$ cat src/pkg/floppy_pin_cfg.svh
// register offsets, field positions and reset values of the floppy pin block
// assumes an APB slave with byte addresses in an 8-bit window
`ifndef FLOPPY_PIN_CFG_SVH
`define FLOPPY_PIN_CFG_SVH

`define OFS_DIGOUT     8'h00
`define OFS_DSR        8'h04
`define OFS_CFGCTL     8'h08
`define OFS_FUNCEN     8'h0C
`define OFS_FUNCCTL    8'h10
`define OFS_PWRCTL     8'h14
`define OFS_PWRTEST    8'h18
`define OFS_MODECMD    8'h1C
`define OFS_CFGCMD     8'h20
`define OFS_LOCKCMD    8'h24
`define OFS_SPECIFY    8'h28
`define OFS_STATUS     8'h2C
`define OFS_IRQSTAT    8'h30
`define OFS_IRQMASK    8'h34

`define RST_DIGOUT     8'h00
`define RST_DSR        8'h00
`define RST_CFGCTL     8'h00
`define RST_FUNCEN     8'h00
`define RST_FUNCCTL    8'h00
`define RST_PWRCTL     8'h00
`define RST_PWRTEST    8'h00
`define RST_MODECMD    8'h00
`define RST_CFGCMD     8'h00
`define RST_LOCKCMD    8'h00
`define RST_SPECIFY    16'h0000

`define DIGOUT_IRQ_EN  3
`define DIGOUT_MOTOR   4
`define DSR_PWDN       6
`define FUNCEN_FOUR    4
`define FUNCEN_PWDN    3
`define FUNCCTL_SWAP   4
`define FUNCCTL_SHARE  2
`define FUNCCTL_RATE   0
`define PWRCTL_ALT     4
`define PWRTEST_PWDN   0
`define MODE_PWDN      0
`define MODE_ENC       1

`define IRQ_FDC        0
`define IRQ_MRESET     1
`define IRQ_PWDN       2

`define SY_MRESET      0
`define SY_IDENT       1
`define SY_ENC         2
`define SY_PORTSEL     3
`define SY_SENSE       4
`define SY_SHSENSE     6
`define SY_W           8

`endif

$ cat src/pkg/floppy_pin_pkg.sv
// types shared by the floppy pin block and its bench
// assumes floppy_pin_cfg.svh holds all offsets and reset values
package floppy_pin_pkg;
  typedef enum logic [1:0] {
    MODE_FIRST,
    MODE_SECOND,
    MODE_THIRD
  } compat_mode_t;
  typedef logic [7:0]  reg8_t;
  typedef logic [31:0] word_t;
endpackage : floppy_pin_pkg

$ cat src/verilog/floppy_pin_control.sv
// pin-level control of a floppy controller: interrupt gating, master reset,
// mode strap, encoding pin, motor routing, media sense and power pins
// assumes an APB master on clk and controller event pulses on clk
//
// The implementer's own choices: the APB slave port and the register offsets.
`timescale 1ns/1ps
`include "floppy_pin_cfg.svh"

module floppy_pin_control (
  input  wire logic                       clk,           // 250 MHz clock
  input  wire logic                       rst,           // async reset
  input  wire logic [7:0]                 paddr,         // apb address
  input  wire logic                       psel,          // apb select
  input  wire logic                       penable,       // apb enable
  input  wire logic                       pwrite,        // apb direction
  input  wire floppy_pin_pkg::word_t      pwdata,        // apb write data
  output floppy_pin_pkg::word_t           prdata,        // apb read data
  output logic                            pready,        // apb ready
  output logic                            pslverr,       // unmapped address
  input  wire logic                       masterResetIn, // master reset pin
  input  wire logic                       identStrapIn,  // interface strap
  input  wire logic                       encodingPinIn, // encoding pin in
  output logic                            encodingPinOut,// encoding pin out
  output logic                            encodingPinOeN,// low while driving
  input  wire logic                       execDone,      // command finished
  input  wire logic                       dataReady,     // transfer ready
  input  wire logic                       nonDmaMode,    // no dma in use
  input  wire logic                       fdcIrqAck,     // clears interrupt
  input  wire logic                       ctrlIdle,      // controller idle
  output logic                            ctrlIdleReq,   // force idle state
  output logic                            floppyIrq,     // floppy interrupt
  output logic                            irq,           // register irq
  output logic [1:0]                      motorEnableN,  // motor pins, low on
  output logic                            sharedMotorN,  // shared-port motor
  input  wire logic                       printerOrDrive,// shared-port select
  input  wire logic [1:0]                 mediaSenseIn,  // media sense pins
  output logic [1:0]                      dataRateOut,   // rate on those pins
  output logic [1:0]                      dataRateOeN,   // low while driving
  input  wire logic [1:0]                 sharedSenseIn, // shared sense pins
  output logic                            powerdownPin,  // power-down pin
  output logic                            idlePin,       // idle pin
  output floppy_pin_pkg::compat_mode_t    compatMode     // selected mode
);
  import floppy_pin_pkg::*;

  // three-stage synchronisers with agreement filter
  logic [`SY_W-1:0] syA;
  logic [`SY_W-1:0] syB;
  logic [`SY_W-1:0] syC;
  logic [`SY_W-1:0] pinLvl;
  wire  [`SY_W-1:0] rawPins = {sharedSenseIn, mediaSenseIn, printerOrDrive,
                               encodingPinIn, identStrapIn, masterResetIn};

  always_ff @(posedge clk or posedge rst) begin
    if (rst) begin
      syA    <= '0;
      syB    <= '0;
      syC    <= '0;
      pinLvl <= '0;
    end else begin
      syA    <= rawPins;
      syB    <= syA;
      syC    <= syB;
      pinLvl <= (syB & syC) | (pinLvl & (syB ^ syC));
    end
  end

  wire       mresetLvl  = pinLvl[`SY_MRESET];
  wire       identLvl   = pinLvl[`SY_IDENT];
  wire       encLvl     = pinLvl[`SY_ENC];
  wire       portSelLvl = pinLvl[`SY_PORTSEL];
  wire [1:0] senseLvl = pinLvl[`SY_SENSE +: 2];
  wire [1:0] shSense  = pinLvl[`SY_SHSENSE +: 2];

  // registers
  reg8_t        digitalOutputReg;
  reg8_t        dataRateReg;
  reg8_t        configControlReg;
  reg8_t        functionEnableReg;
  reg8_t        functionControlReg;
  reg8_t        powerManagementControlReg;
  reg8_t        powerTestReg;
  reg8_t        modeCmdReg;
  reg8_t        cfgCmdReg;
  reg8_t        lockCmdReg;
  logic [15:0]  specifyReg;
  logic [2:0]   irqStatus;
  logic [2:0]   irqMask;
  logic         floppyPending;
  logic         pwdnLast;
  logic         mresetLast;

  // apb decode
  wire setupPh  = psel & ~penable;
  wire accessOk = psel & penable & pready;
  wire wrEn     = accessOk & pwrite;
  wire rdEn     = accessOk & ~pwrite;
  wire hitDigOut  = paddr == `OFS_DIGOUT;
  wire hitDsr     = paddr == `OFS_DSR;
  wire hitCfgCtl  = paddr == `OFS_CFGCTL;
  wire hitFuncEn  = paddr == `OFS_FUNCEN;
  wire hitFuncCtl = paddr == `OFS_FUNCCTL;
  wire hitPwrCtl  = paddr == `OFS_PWRCTL;
  wire hitPwrTest = paddr == `OFS_PWRTEST;
  wire hitMode  = paddr == `OFS_MODECMD;
  wire hitCfg   = paddr == `OFS_CFGCMD;
  wire hitLock  = paddr == `OFS_LOCKCMD;
  wire hitSpec  = paddr == `OFS_SPECIFY;
  wire hitStat  = paddr == `OFS_STATUS;
  wire hitIrqS  = paddr == `OFS_IRQSTAT;
  wire hitIrqM  = paddr == `OFS_IRQMASK;
  wire hitAny   = hitDigOut | hitDsr | hitCfgCtl | hitFuncEn | hitFuncCtl |
                  hitPwrCtl | hitPwrTest | hitMode | hitCfg | hitLock |
                  hitSpec | hitStat |
                  hitIrqS | hitIrqM;

  // block state seen by logic and status
  wire powerDown = dataRateReg[`DSR_PWDN] | functionEnableReg[`FUNCEN_PWDN] |
                   powerTestReg[`PWRTEST_PWDN] |
                   modeCmdReg[`MODE_PWDN];
  wire rateOutOn = functionControlReg[`FUNCCTL_RATE];
  wire sharedOn  = functionControlReg[`FUNCCTL_SHARE] & ~portSelLvl;
  wire swapOn    = functionControlReg[`FUNCCTL_SWAP];
  wire pinAlt    = powerManagementControlReg[`PWRCTL_ALT];
  wire [1:0] senseSeen   = rateOutOn ? 2'b00 : senseLvl;
  wire [1:0] shSenseSeen = sharedOn ? shSense : 2'b00;
  wire [7:0] statusWord  = {2'b00, shSenseSeen, senseSeen, compatMode};

  wire [7:0] rd8 =
      hitDigOut  ? digitalOutputReg :
      hitDsr     ? dataRateReg :
      hitCfgCtl  ? configControlReg :
      hitFuncEn  ? functionEnableReg :
      hitFuncCtl ? functionControlReg :
      hitPwrCtl  ? powerManagementControlReg :
      hitPwrTest ? powerTestReg :
      hitMode ? modeCmdReg :
      hitCfg  ? cfgCmdReg :
      hitLock ? lockCmdReg :
      hitStat ? statusWord :
      hitIrqS ? {5'b0_0000, irqStatus} :
      hitIrqM ? {5'b0_0000, irqMask} : 8'h00;
  wire [31:0] rdWord = hitSpec ? {16'h0000, specifyReg} : {24'h00_0000, rd8};

  always_ff @(posedge clk or posedge rst) begin
    if (rst) begin
      pready  <= 1'b0;
      pslverr <= 1'b0;
      prdata  <= 32'h0000_0000;
    end else begin
      pready  <= setupPh;
      pslverr <= setupPh & ~hitAny;
      if (setupPh) begin
        prdata <= pwrite ? 32'h0000_0000 : rdWord;
      end
    end
  end

  // software and master-reset updates of the register file
  always_ff @(posedge clk or posedge rst) begin
    if (rst) begin
      digitalOutputReg          <= `RST_DIGOUT;
      dataRateReg               <= `RST_DSR;
      configControlReg          <= `RST_CFGCTL;
      functionEnableReg         <= `RST_FUNCEN;
      functionControlReg        <= `RST_FUNCCTL;
      powerManagementControlReg <= `RST_PWRCTL;
      powerTestReg              <= `RST_PWRTEST;
      modeCmdReg                <= `RST_MODECMD;
      cfgCmdReg                 <= `RST_CFGCMD;
      lockCmdReg                <= `RST_LOCKCMD;
      irqMask                   <= 3'h0;
    end else if (mresetLvl) begin
      digitalOutputReg          <= `RST_DIGOUT;
      dataRateReg               <= `RST_DSR;
      configControlReg          <= `RST_CFGCTL;
      modeCmdReg                <= `RST_MODECMD;
      cfgCmdReg                 <= `RST_CFGCMD;
      lockCmdReg                <= `RST_LOCKCMD;
      functionEnableReg         <= `RST_FUNCEN;
      functionControlReg        <= `RST_FUNCCTL;
      powerManagementControlReg <= `RST_PWRCTL;
      powerTestReg              <= `RST_PWRTEST;
    end else if (wrEn) begin
      if (hitDigOut)  digitalOutputReg          <= pwdata[7:0];
      if (hitDsr)     dataRateReg               <= pwdata[7:0];
      if (hitCfgCtl)  configControlReg          <= pwdata[7:0];
      if (hitFuncEn)  functionEnableReg         <= pwdata[7:0];
      if (hitFuncCtl) functionControlReg        <= pwdata[7:0];
      if (hitPwrCtl)  powerManagementControlReg <= pwdata[7:0];
      if (hitPwrTest) powerTestReg              <= pwdata[7:0];
      if (hitMode) modeCmdReg                <= pwdata[7:0];
      if (hitCfg)  cfgCmdReg                 <= pwdata[7:0];
      if (hitLock) lockCmdReg                <= pwdata[7:0];
      if (hitIrqM) irqMask                   <= pwdata[2:0];
    end
  end

  // specify parameters ride through master reset
  always_ff @(posedge clk or posedge rst) begin
    if (rst) begin
      specifyReg <= `RST_SPECIFY;
    end else if (wrEn && hitSpec) begin
      specifyReg <= pwdata[15:0];
    end
  end

  // mode strap caught while master reset is held
  always_ff @(posedge clk or posedge rst) begin
    if (rst) begin
      compatMode <= MODE_FIRST;
    end else if (mresetLvl) begin
      compatMode <= identLvl ? MODE_FIRST :
                    (encLvl ? MODE_SECOND : MODE_THIRD);
    end
  end

  // floppy interrupt: sticky until acknowledged, set wins
  wire fdcEvent = execDone | (dataReady & nonDmaMode);
  wire irqGate  = (compatMode == MODE_SECOND) |
                  digitalOutputReg[`DIGOUT_IRQ_EN];
  wire [2:0] irqEvents = {powerDown & ~pwdnLast, mresetLast & ~mresetLvl,
                          fdcEvent & ~mresetLvl};
  wire irqClr = rdEn & hitIrqS;

  always_ff @(posedge clk or posedge rst) begin
    if (rst) begin
      floppyPending <= 1'b0;
      floppyIrq     <= 1'b0;
      irqStatus     <= 3'h0;
      irq           <= 1'b0;
      pwdnLast      <= 1'b0;
      mresetLast    <= 1'b0;
    end else begin
      if (mresetLvl) begin
        floppyPending <= 1'b0;
      end else if (fdcEvent) begin
        floppyPending <= 1'b1;
      end else if (fdcIrqAck) begin
        floppyPending <= 1'b0;
      end
      floppyIrq <= floppyPending & irqGate & ~mresetLvl;
      irqStatus <= irqEvents | (irqClr ? 3'h0 : irqStatus);
      irq       <= |(irqStatus & irqMask);
      pwdnLast  <= powerDown;
      mresetLast <= mresetLvl;
    end
  end

  // motor routing
  wire [1:0] drvSel   = digitalOutputReg[1:0];
  wire [3:0] motorBit = digitalOutputReg[`DIGOUT_MOTOR +: 4];
  wire       selMotor = motorBit[drvSel];
  wire [1:0] motorDirect = motorBit[1:0];
  wire [1:0] motorFour   = {selMotor & drvSel[1], selMotor & ~drvSel[1]};
  wire [1:0] motorLogic  = functionEnableReg[`FUNCEN_FOUR] ?
                           motorFour : motorDirect;
  wire [1:0] motorPin    = swapOn ? {motorLogic[0], motorLogic[1]} :
                           motorLogic;
  wire       sharedMotor = sharedOn &
                           (swapOn ? motorBit[0] : motorBit[1]);
  wire       drvSel1N    = ~(drvSel == 2'b01);

  always_ff @(posedge clk or posedge rst) begin
    if (rst) begin
      motorEnableN   <= 2'b11;
      sharedMotorN   <= 1'b1;
      dataRateOut    <= 2'b00;
      dataRateOeN    <= 2'b11;
      powerdownPin   <= 1'b1;
      idlePin        <= 1'b1;
      ctrlIdleReq    <= 1'b1;
      encodingPinOut <= 1'b0;
      encodingPinOeN <= 1'b1;
    end else if (mresetLvl) begin
      motorEnableN   <= 2'b11;
      sharedMotorN   <= 1'b1;
      dataRateOut    <= 2'b00;
      dataRateOeN    <= 2'b11;
      powerdownPin   <= ~pinAlt;
      idlePin        <= 1'b1;
      ctrlIdleReq    <= 1'b1;
      encodingPinOut <= 1'b0;
      encodingPinOeN <= 1'b1;
    end else begin
      motorEnableN   <= ~motorPin;
      sharedMotorN   <= ~sharedMotor;
      dataRateOut    <= rateOutOn ? dataRateReg[1:0] : 2'b00;
      dataRateOeN    <= {2{~rateOutOn}};
      powerdownPin   <= pinAlt ? powerDown : drvSel1N;
      idlePin        <= pinAlt ? (ctrlIdle | powerDown) :
                        ~motorPin[1];
      ctrlIdleReq    <= 1'b0;
      encodingPinOut <= modeCmdReg[`MODE_ENC];
      encodingPinOeN <= 1'b0;
    end
  end

  // checks
  property p_fdc_event;
    @(posedge clk) disable iff (rst)
    (execDone && !mresetLvl && irqGate ##1
     !mresetLvl && irqGate && !fdcIrqAck)
      |=> floppyIrq;
  endproperty
  a_fdc_event: assert property (p_fdc_event) else $error("irq missed");

  property p_gate;
    @(posedge clk) disable iff (rst)
    (!digitalOutputReg[3] && compatMode != MODE_SECOND) |=> !floppyIrq;
  endproperty
  a_gate: assert property (p_gate) else $error("irq not gated");

  property p_mr_pins;
    @(posedge clk) disable iff (rst)
    mresetLvl |=> (motorEnableN == 2'b11 && sharedMotorN && ctrlIdleReq &&
               dataRateOeN == 2'b11);
  endproperty
  a_mr_pins: assert property (p_mr_pins) else $error("pins active");

  property p_mr_regs;
    @(posedge clk) disable iff (rst)
    mresetLvl |=> (digitalOutputReg == `RST_DIGOUT &&
                   modeCmdReg == `RST_MODECMD);
  endproperty
  a_mr_regs: assert property (p_mr_regs) else $error("regs kept");

  property p_specify;
    @(posedge clk) disable iff (rst)
    (mresetLvl && !(wrEn && hitSpec)) |=> $stable(specifyReg);
  endproperty
  a_specify: assert property (p_specify) else $error("specify lost");

  property p_cfg_def;
    @(posedge clk) disable iff (rst)
    mresetLvl |=> (functionEnableReg == `RST_FUNCEN &&
                   powerManagementControlReg == `RST_PWRCTL);
  endproperty
  a_cfg_def: assert property (p_cfg_def) else $error("cfg kept");

  property p_strap;
    @(posedge clk) disable iff (rst)
    (mresetLvl && !identLvl) |=>
      (compatMode == ($past(encLvl) ? MODE_SECOND : MODE_THIRD));
  endproperty
  a_strap: assert property (p_strap) else $error("bad strap");

  property p_enc_rel;
    @(posedge clk) disable iff (rst)
    $fell(mresetLvl) |=> (!encodingPinOeN && !encodingPinOut);
  endproperty
  a_enc_rel: assert property (p_enc_rel) else $error("enc pin");

  property p_swap;
    @(posedge clk) disable iff (rst)
    (!mresetLvl && swapOn && !functionEnableReg[4]) |=>
      (motorEnableN == ~{$past(motorBit[0]), $past(motorBit[1])});
  endproperty
  a_swap: assert property (p_swap) else $error("swap wrong");

  property p_rate;
    @(posedge clk) disable iff (rst)
    (!mresetLvl && rateOutOn) |=> (dataRateOeN == 2'b00);
  endproperty
  a_rate: assert property (p_rate) else $error("rate pins");

  property p_pwdn;
    @(posedge clk) disable iff (rst)
    (!mresetLvl && pinAlt && powerDown) |=> (powerdownPin && idlePin);
  endproperty
  a_pwdn: assert property (p_pwdn) else $error("pwdn pin low");

  c_irq:   cover property (@(posedge clk) disable iff (rst) floppyIrq);
  c_swap:  cover property (@(posedge clk) disable iff (rst)
                           swapOn && motorEnableN != 2'b11);
  c_mode2: cover property (@(posedge clk) disable iff (rst)
                           $fell(mresetLvl) && compatMode == MODE_SECOND);
  c_share: cover property (@(posedge clk) disable iff (rst) !sharedMotorN);

endmodule : floppy_pin_control
$ cat config.mk
export PLATFORM = sky130hd
export DESIGN_NAME = floppy_pin_control
export DESIGN_NICKNAME = d
export VERILOG_FILES = /design/src/pkg/floppy_pin_pkg.sv /design/src/verilog/floppy_pin_control.sv
export VERILOG_INCLUDE_DIRS = /design/src /design/src/pkg
export SDC_FILE = /design/constraint.sdc
export NUM_CORES = 1
export LEC_CHECK = 0
export BUFFER_PORTS_ARGS = -buffer_cell sky130_fd_sc_hd__buf_2
export CAP_MARGIN = 40
export CORE_MARGIN = 5
export CORE_UTILIZATION = 30
export CTS_CLUSTER_DIAMETER = 80
export DETAILED_ROUTE_END_ITERATION = 10
export PLACE_DENSITY = 0.58
export SLEW_MARGIN = 20
export SYNTH_ARGS = -nofsm -noshare
export SYNTH_HDL_FRONTEND = slang
export SYNTH_SLANG_ARGS = --single-unit
$ cat constraint.sdc
create_clock -name clk -period 5.3 [get_ports clk]
set_clock_uncertainty 0.1 [all_clocks]
set_input_delay 0.795 -clock clk [delete_from_list [all_inputs] [get_ports clk]]
set_output_delay 0.795 -clock clk [all_outputs]
set_load 0.005 [all_outputs]
* After elaboration in Yosys (flattened, before gate mapping)
Cells that the tools add are included.
Storage, ports and cells: bits in registers 186, bits in latches 0, memory bits (writable) 0, bits in read-only memories 0, input bits 58, output and inout bits 50, word-level logic and storage cells 200, memories kept 0
Cells by class: $add $sub $neg 0, $mul 0, divide/modulo/power cells 0, order comparisons 1, equality and inequality tests 15, shift-type cells 0, multiplexer cells 69, bitwise logic cells 55, reductions and logical operators 26
Operators by type and width (number):
- $mux W8 | 40
- $eq A8 B6 Y1 const B | 6
- $eq A8 B5 Y1 const B | 4
- $mux W16 | 2
- $reduce_bool A2 Y1 | 11
- $mux W2 | 10
- $reduce_and A2 Y1 | 10
- $or A1 B1 Y1 | 19
- $and A1 B1 Y1 | 17
- $and A8 B8 Y8 | 2
- $eq A8 B4 Y1 const B | 2
- $mux W1 | 12
- $not A1 Y1 | 12
- $mux W3 | 3
- $eq A8 B3 Y1 const B | 1
- $logic_not A8 Y1 | 1
- $or A8 B8 Y8 | 1
- $xor A8 B8 Y8 | 1
- $mux W6 | 1
- $eq A2 B1 Y1 const B | 2
- $and A3 B3 Y3 | 1
- $lt A2 B3 Y1 const B | 1
- $or A3 B3 Y3 | 1
- $reduce_and A3 Y1 | 1
- 5 further kinds | 5

* Depth between registers and ports, before layout
Gate-level depths: netlist of run 1.
depth after elaboration 16, mapped depth 8, depth with buffers taken out 5

* Worst setup path after synthesis of run 1
No wires, ideal clock.
kind input to register, start point input port paddr[2], end point register specifyReg[1], library setup time 0.125 ns, data arrival time 2.175 ns, required time 5.075 ns, setup slack 2.900 ns, stages 6, path buffers 2, cells stage by stage buf_2 -> nor2b_1 -> nand3_2 -> nor2_4 -> buf_4 -> mux2_2
Between the ends: word-level cells in the longest chain between the ends 2
RTL lines:
- start: declaration | RTL line floppy_pin_control.sv:12 | input wire logic [7:0] paddr,
- $eq A8 B6 Y1 (no source line)
- $logic_and A1 B1 Y1 | RTL line floppy_pin_control.sv:203 | end else if (wrEn && hitSpec) begin
- end signal: assignment | RTL line floppy_pin_control.sv:202 | specifyReg <= `RST_SPECIFY;
- end signal: assignment | RTL line floppy_pin_control.sv:204 | specifyReg <= pwdata[15:0];
- end: declaration | RTL line floppy_pin_control.sv:86 | logic [15:0] specifyReg;
Every way passes these cells. A chain may end at the register's enable or synchronous reset.

* Worst setup path in the final report of run 1
start point input port paddr[2], end point register specifyReg[10]
The elaborated chain is that of the path after synthesis.

==> results.cfg, run 1 <==
[clocking]
ctsResizeCount = 0
cts_tree = yes
clock_latency_ps = 430
clk_pin_slew_ps = 70
cts.path.max_buffers = 2
cts_hold_buf = 0
cts_max_level = 4
cts_buffers = 17
root_buffer = clkbuf_16
cts_setup_buffers = 0
clock-sinks = 169

[detailed_routing]
drcViolationCount = 0
drtPass1Iterations = 6
wire_per_inst_um = 19.3
viasPerCell = 5.15
first_iter_violations = 523
vias = 5795
drt-total-wl_um = 21700
ant_nets = 0

[critical_path]
worst-endpoint-arrival_ps = 2950
crit_type = input port to flop
timing.rr.end = dataRateReg[7]$_DFFE_PP0P_
worstRegToRegCells = 5
start_kind = input port
reg2reg_slack_ps = 3040
timing.rr.start = pready$_DFF_PP0_
worst_setup_path_end_kind = flop
required_ps = 5520
cp_max_fo = 28

[power]
internal_power_mw = 2.10
swShare = 0.263
switchingPower_uw = 748
ir_drop_uv = 144
pwr-share-seq = 0.470
power_density_nw_per_um2 = 308
leakagePower_nw = 4.47
pwr-share-comb = 0.070
clkPwrFrac = 0.460

[sta]
max-slew-margin-rel = 0.312
holdWs_ps = 247
drv_slew = 0
fin_crit_sh = 0.515
layout_min_cycle_time_ps = 2730
finalSetupViolations = 0
fin_setup_tns_ps = 0
fmax_mhz = 366
hold_viol_final = 0
rsz0062_at_grt = no
tightest_slew_ps = 1030

[global_route]
grt_pass1_wl_um = 34700
grt_pass1_vias = 5739
grt_max_degree = 170
gr-total-overflow = 0
grt_use_total = 0.147
antenna_found_initial = 0

[placed_design]
routabilityCongestion = 0.880
place_hpwl_um = 14700
io_buffers = 75

[finish]
drive_gt1_frac = 0.227
diodes = 0
fin_util = 0.354
syn_to_final_growth_pct = 15.9
nFillCells = 2602
final_nets = 843

[floorplanning]
fp.dieArea_um2 = 29900
ioPinCount = 108
start_util = 0.305
core_um2 = 26100
row_count = 59
die_h_um = 173
fp.dieW_um = 173

[worst_hold_path]
hold_depth = 0
hold_path.class = flop to flop
hp-start = syA[5]$_DFF_PP0_
hold_end = syB[5]$_DFF_PP0_

[logic_synthesis]
yosysSeqAreaShare = 0.531
synthArstFlopShare = 1.00
synth_flop_cell = dfrtp_1
post_synth_num_cell_types = 72
syn_area_per_cell_um2 = 11.0
synth-seq-cells = 169
synth-edff-count = 0
synthCells = 723
netlist_area_um2 = 7980
yosysWarnings = 0

[run_status]
outcome = finished, final reports clean

[run]
cap_violations = 0
## critical path, cell delays in order
cell	delay [ps]
buf_2	130
buf_4	260
nor2b_1	510
nand3_2	350
nor2_4	490
mux2_2	390
## state kept, by name, indices dropped and copies added (netlist names), 3 cells and up
register	flops
dataRateReg	8
functionEnableReg	8
specifyReg	16
pinLvl	8
powerManagementControlReg	8
irqStatus	3
syA	8
irqMask	3
prdata	16
lockCmdReg	8
syB	8
functionControlReg	8
syC	8
digitalOutputReg	8
modeCmdReg	8
configControlReg	8
powerTestReg	8
cfgCmdReg	8
## power by group through the flow
stage | combinational, mW | sequential (mW) | clock, mW
2_1_floorplan | 0.133 | 1.35 | 0
6_report | 0.198 | 1.34 | 1.31
5_1_grt | 0.219 | 1.34 | 1.39
3_3_place_gp | 0.182 | 1.37 | 0
3_5_place_dp | 0.197 | 1.36 | 0
4_1_cts | 0.198 | 1.34 | 1.34
## through the flow
step	std cells	setup slack (ps)	power (mW)	area, µm²
after detailed placement	1092	1830	1.56	8600
after global placement	1088	1800	1.55	8540
final	1125	2570	2.84	9250
after floorplan	738	2260	1.48	8040
after global routing	1125	2450	2.95	9250
after CTS	1124	2300	2.87	9230
## cells in the mapped netlist (all sizes together), types with 3 or more instances
cell type / count / area share
o22ai: 8 / 0.0063
mux2: 23 / 0.032
a22oi: 8 / 0.0075
buf: 37 / 0.031
a22o: 11 / 0.012
o221ai: 3 / 0.0033
nand2: 40 / 0.019
or3: 3 / 0.0024
a211oi: 3 / 0.0028
nor4: 4 / 0.0047
nand4: 5 / 0.0055
dfstp: 7 / 0.023
inv: 17 / 0.0080
and3: 3 / 0.0024
a221oi: 3 / 0.0033
o2bb2ai: 4 / 0.0044
nor3: 9 / 0.011
mux2i: 75 / 0.094
a21oi: 40 / 0.025
clkbuf: 30 / 0.014
ha: 8 / 0.013
dfrtp: 162 / 0.51
nor2: 86 / 0.042
a32oi: 5 / 0.0055
a21o: 9 / 0.0085
nor2b: 9 / 0.0074
o211ai: 4 / 0.0038
o21ai: 22 / 0.014
nand3: 34 / 0.027
and2: 3 / 0.0024
nor4b: 3 / 0.0071
nand2b: 8 / 0.0063
## how the worst max path moves through the flow
| stage | slack (ps) | end | start |
|---|---|---|---|
| 6_report | 2570 | specifyReg[10]$_DFFE_PP0P_ | paddr[2] |
| 3_3_place_gp | 1800 | specifyReg[13]$_DFFE_PP0P_ | paddr[3] |
| 4_1_cts | 2300 | specifyReg[10]$_DFFE_PP0P_ | paddr[3] |
| 3_5_place_dp | 1830 | specifyReg[1]$_DFFE_PP0P_ | paddr[3] |
| 2_1_floorplan | 2260 | cfgCmdReg[0]$_DFFE_PP0P_ | rst |
| 5_1_grt | 2450 | functionControlReg[6]$_DFFE_PP0P_ | paddr[2] |
## area by class of cell
cell class / instances / area, µm² / share of cell area
flip-flops and latches: 169 / 4240 / 0.459
well taps: 335 / 419 / 0.0453
inverters: 17 / 67.6 / 0.00731
repair buffers: 87 / 522 / 0.0564
multi-input cells: 485 / 3370 / 0.365
clock buffers: 17 / 425 / 0.0460
clock inverters: 15 / 201 / 0.0218
## placed cells by master (no fill, tap or decap), types with 4 or more instances in the layout
cell,instances
a21o_1,9
a21oi_1,40
a22o_1,11
a22oi_1,8
a32oi_1,5
buf_2,75
buf_4,6
clkbuf_16,17
conb_1,16
dfrtp_1,161
dfstp_2,7
ha_1,8
inv_1,16
inv_8,4
mux2_2,23
mux2i_1,75
nand2_1,40
nand2b_1,8
nand3_1,27
nand3_2,6
nor2_1,84
nor2b_1,8
nor3_1,4
o211ai_1,4
o21ai_0,22
o22ai_1,8
o2bb2ai_1,4
## kinds of logic after synthesis
group / count (synthesis) / synth area share
flip-flops: 169 / 0.531
AO/OA/AOI/OAI: 137 / 0.116
multiplexers: 100 / 0.132
AND/OR/NAND/NOR: 224 / 0.155
other: 1 / 0.000470
adder cells (fa/ha/maj): 8 / 0.0126
buffers and inverters: 84 / 0.0530
## metal layers
layer	track usage	routed length, µm	vias to the layer above
li1	-	-	2657
met1	0.203	9870	2881
met2	0.226	9890	216
met3	0.0303	1380	41
met4	0.0569	570	0
met5	0	0	-
No activity file was read; power rests on OpenSTA's default activity.
==> inputs of run 2 (changes only) <==
==> constraint.sdc (replaced) <==
create_clock -name clk -period 2.2 [get_ports clk]
set_clock_uncertainty 0.1 [all_clocks]
set_input_delay 0.33 -clock clk [delete_from_list [all_inputs] [get_ports clk]]
set_output_delay 0.33 -clock clk [all_outputs]
set_load 0.005 [all_outputs]
==> run 2 against run 1 <==
Against the previous run:
- highest routed layer unchanged
- sequential power grew 140%
- first-iteration DRC count shrank 3.4%
- cell area grew 5.2%
- register-to-register slack lost 2800 ps
- die area is the same
- combinational power grew to 2.8 times the previous value
- utilization grew 1.8 points
- count of clock-buffer cells in the layout grew 2
==> results.cfg, run 2 (synthesized netlist as in run 1, its figures left out) <==
[run_status]
outcome = finished, final reports clean

[critical_path]
worstRegToRegCells = 6
cp_common_cell = nor2_1
worst_path_dominant_cell_family = simple AND/OR/NAND/NOR gates
crit_type = flop to flop
timing.rr.start = pready$_DFF_PP0_
start_kind = flop
timing.rr.end = lockCmdReg[4]$_DFFE_PP0P_
required_ps = 2390
path_depth = 6
worst_setup_path_end_kind = flop
cp_max_fo = 8
crit_chain = nand4_2 -> nor2_1 -> buf_4 -> nand3_2 -> mux2i_1 -> nor2_1
cp_num_buf_inv = 1
slowest_delay_ps = 440
worst-endpoint-arrival_ps = 2150
cp_slowest_cell = dfrtp_1
reg2reg_slack_ps = 240

[finish]
drive_gt1_frac = 0.270
layout_commonest_cell = dfrtp_1
final_nets = 905
seq_area_um2 = 4240
nFillCells = 2581
final_cell_mix = dfrtp_1, nor2_1, mux2i_1, buf_2, buf_4
fin_util = 0.372
multi_input_area_um2 = 3370
reg_top3 = prdata (16), specifyReg (16)
design_area_um2 = 9720
layout.cells.non_filler = 1188
syn_to_final_growth_pct = 21.9

[floorplanning]
fp.dieArea_um2 = 29900
core_um2 = 26100
die_h_um = 173
start_util = 0.305
row_count = 59
ioPinCount = 108
fp.dieW_um = 173

[clocking]
root_buffer = clkbuf_16
cts_buffers = 17
cts_max_level = 4
cts_tree = yes
ctsResizeCount = 0
cts_setup_buffers = 0
clock_latency_ps = 430
clock-sinks = 169
cts.path.max_buffers = 2
clk_pin_slew_ps = 70
cts_hold_buf = 9

[placed_design]
placed_cells = 1146
io_buffers = 75
place_hpwl_um = 16300
pre_cts_ws_ps = -67.9
post_dp_cell_area_um2 = 9060
routabilityCongestion = 0.928

[run]
cap_violations = 0

[power]
p_total_mw = 6.68
clkPwrFrac = 0.437
power_density_nw_per_um2 = 687
swShare = 0.259
switchingPower_mw = 1.73
pwr-share-seq = 0.481
leakagePower_nw = 4.76
pwr-share-comb = 0.082
ir_drop_uv = 363
internal_power_mw = 4.95

[sta]
fin_crit_sh = 0.891
fmax_mhz = 510
holdWs_ps = 28.5
rsz0062_at_grt = no
max-slew-margin-rel = 0.538
hold_viol_final = 0
fin_setup_tns_ps = 0
setup_ws_ps = 240
finalSetupViolations = 0
layout_min_cycle_time_ps = 1960
tightest_slew_ps = 692
drv_slew = 0

[global_route]
grt_max_degree = 47
antenna_found_initial = 1
gr-total-overflow = 0
grt_pass1_wl_um = 35700
grt_pass1_vias = 6042
grt_use_total = 0.151

[detailed_routing]
vias = 6080
wire_per_inst_um = 19.0
ant_nets = 0
drtPass1Iterations = 7
drcViolationCount = 0
viasPerCell = 5.12
first_iter_violations = 505
drt-total-wl_um = 22600

[worst_hold_path]
hp-start = pwdata[11]
hold_path.class = input port to flop
hold_end = specifyReg[11]$_DFFE_PP0P_
hold_depth = 2
run 2: changes by cell type in the layout (fill, tap and decap cells not counted):
cell           change
clkbuf_1           +2
inv_6              +1
buf_8              -2
diode_2            +1
buf_12             +5
dlygate4sd3_1      +9
clkinv_4           +2
clkinvlp_4         +1
clkinv_8           -2
buf_4             +51
inv_8              -3
bufinv_16          -1
buf_6              -1
run 2: how the worst max path moves through the flow:
stage / to / startpoint / slack [ps]
floorplan: cfgCmdReg[0]$_DFFE_PP0P_ / rst / -380
finish: lockCmdReg[4]$_DFFE_PP0P_ / pready$_DFF_PP0_ / 240
global placement: prdata[6]$_DFFE_PP0P_ / paddr[4] / -140
CTS: lockCmdReg[4]$_DFFE_PP0P_ / pready$_DFF_PP0_ / 290
detailed placement: prdata[7]$_DFFE_PP0P_ / paddr[4] / -70
global route: prdata[6]$_DFFE_PP0P_ / paddr[4] / 190
run 2: power groups by stage:
stage	registers, mW	logic [mW]	clock network (mW)
2_1_floorplan	3.26	0.320	0
3_3_place_gp	3.27	0.534	0
3_5_place_dp	3.27	0.536	0
4_1_cts	3.21	0.550	2.99
5_1_grt	3.22	0.603	3.13
6_report	3.21	0.547	2.92
run 2: layer usage:
layer	track usage	up-vias	routed length (µm)
met1	0.210	3040	10300
met3	0.0369	33	1430
met4	0.0545	0	579
li1	-	2785	-
met2	0.229	222	10300
met5	0	-	0
run 2: final cells by class:
cell class | instances | area share
clock buffers | 19 | 0.0445
inverters | 17 | 0.00695
clock inverters | 13 | 0.0143
repair buffers | 149 | 0.108
multi-input cells | 485 | 0.347
well taps | 335 | 0.0431
flip-flops and latches | 169 | 0.436
diodes | 1 | 0.000257
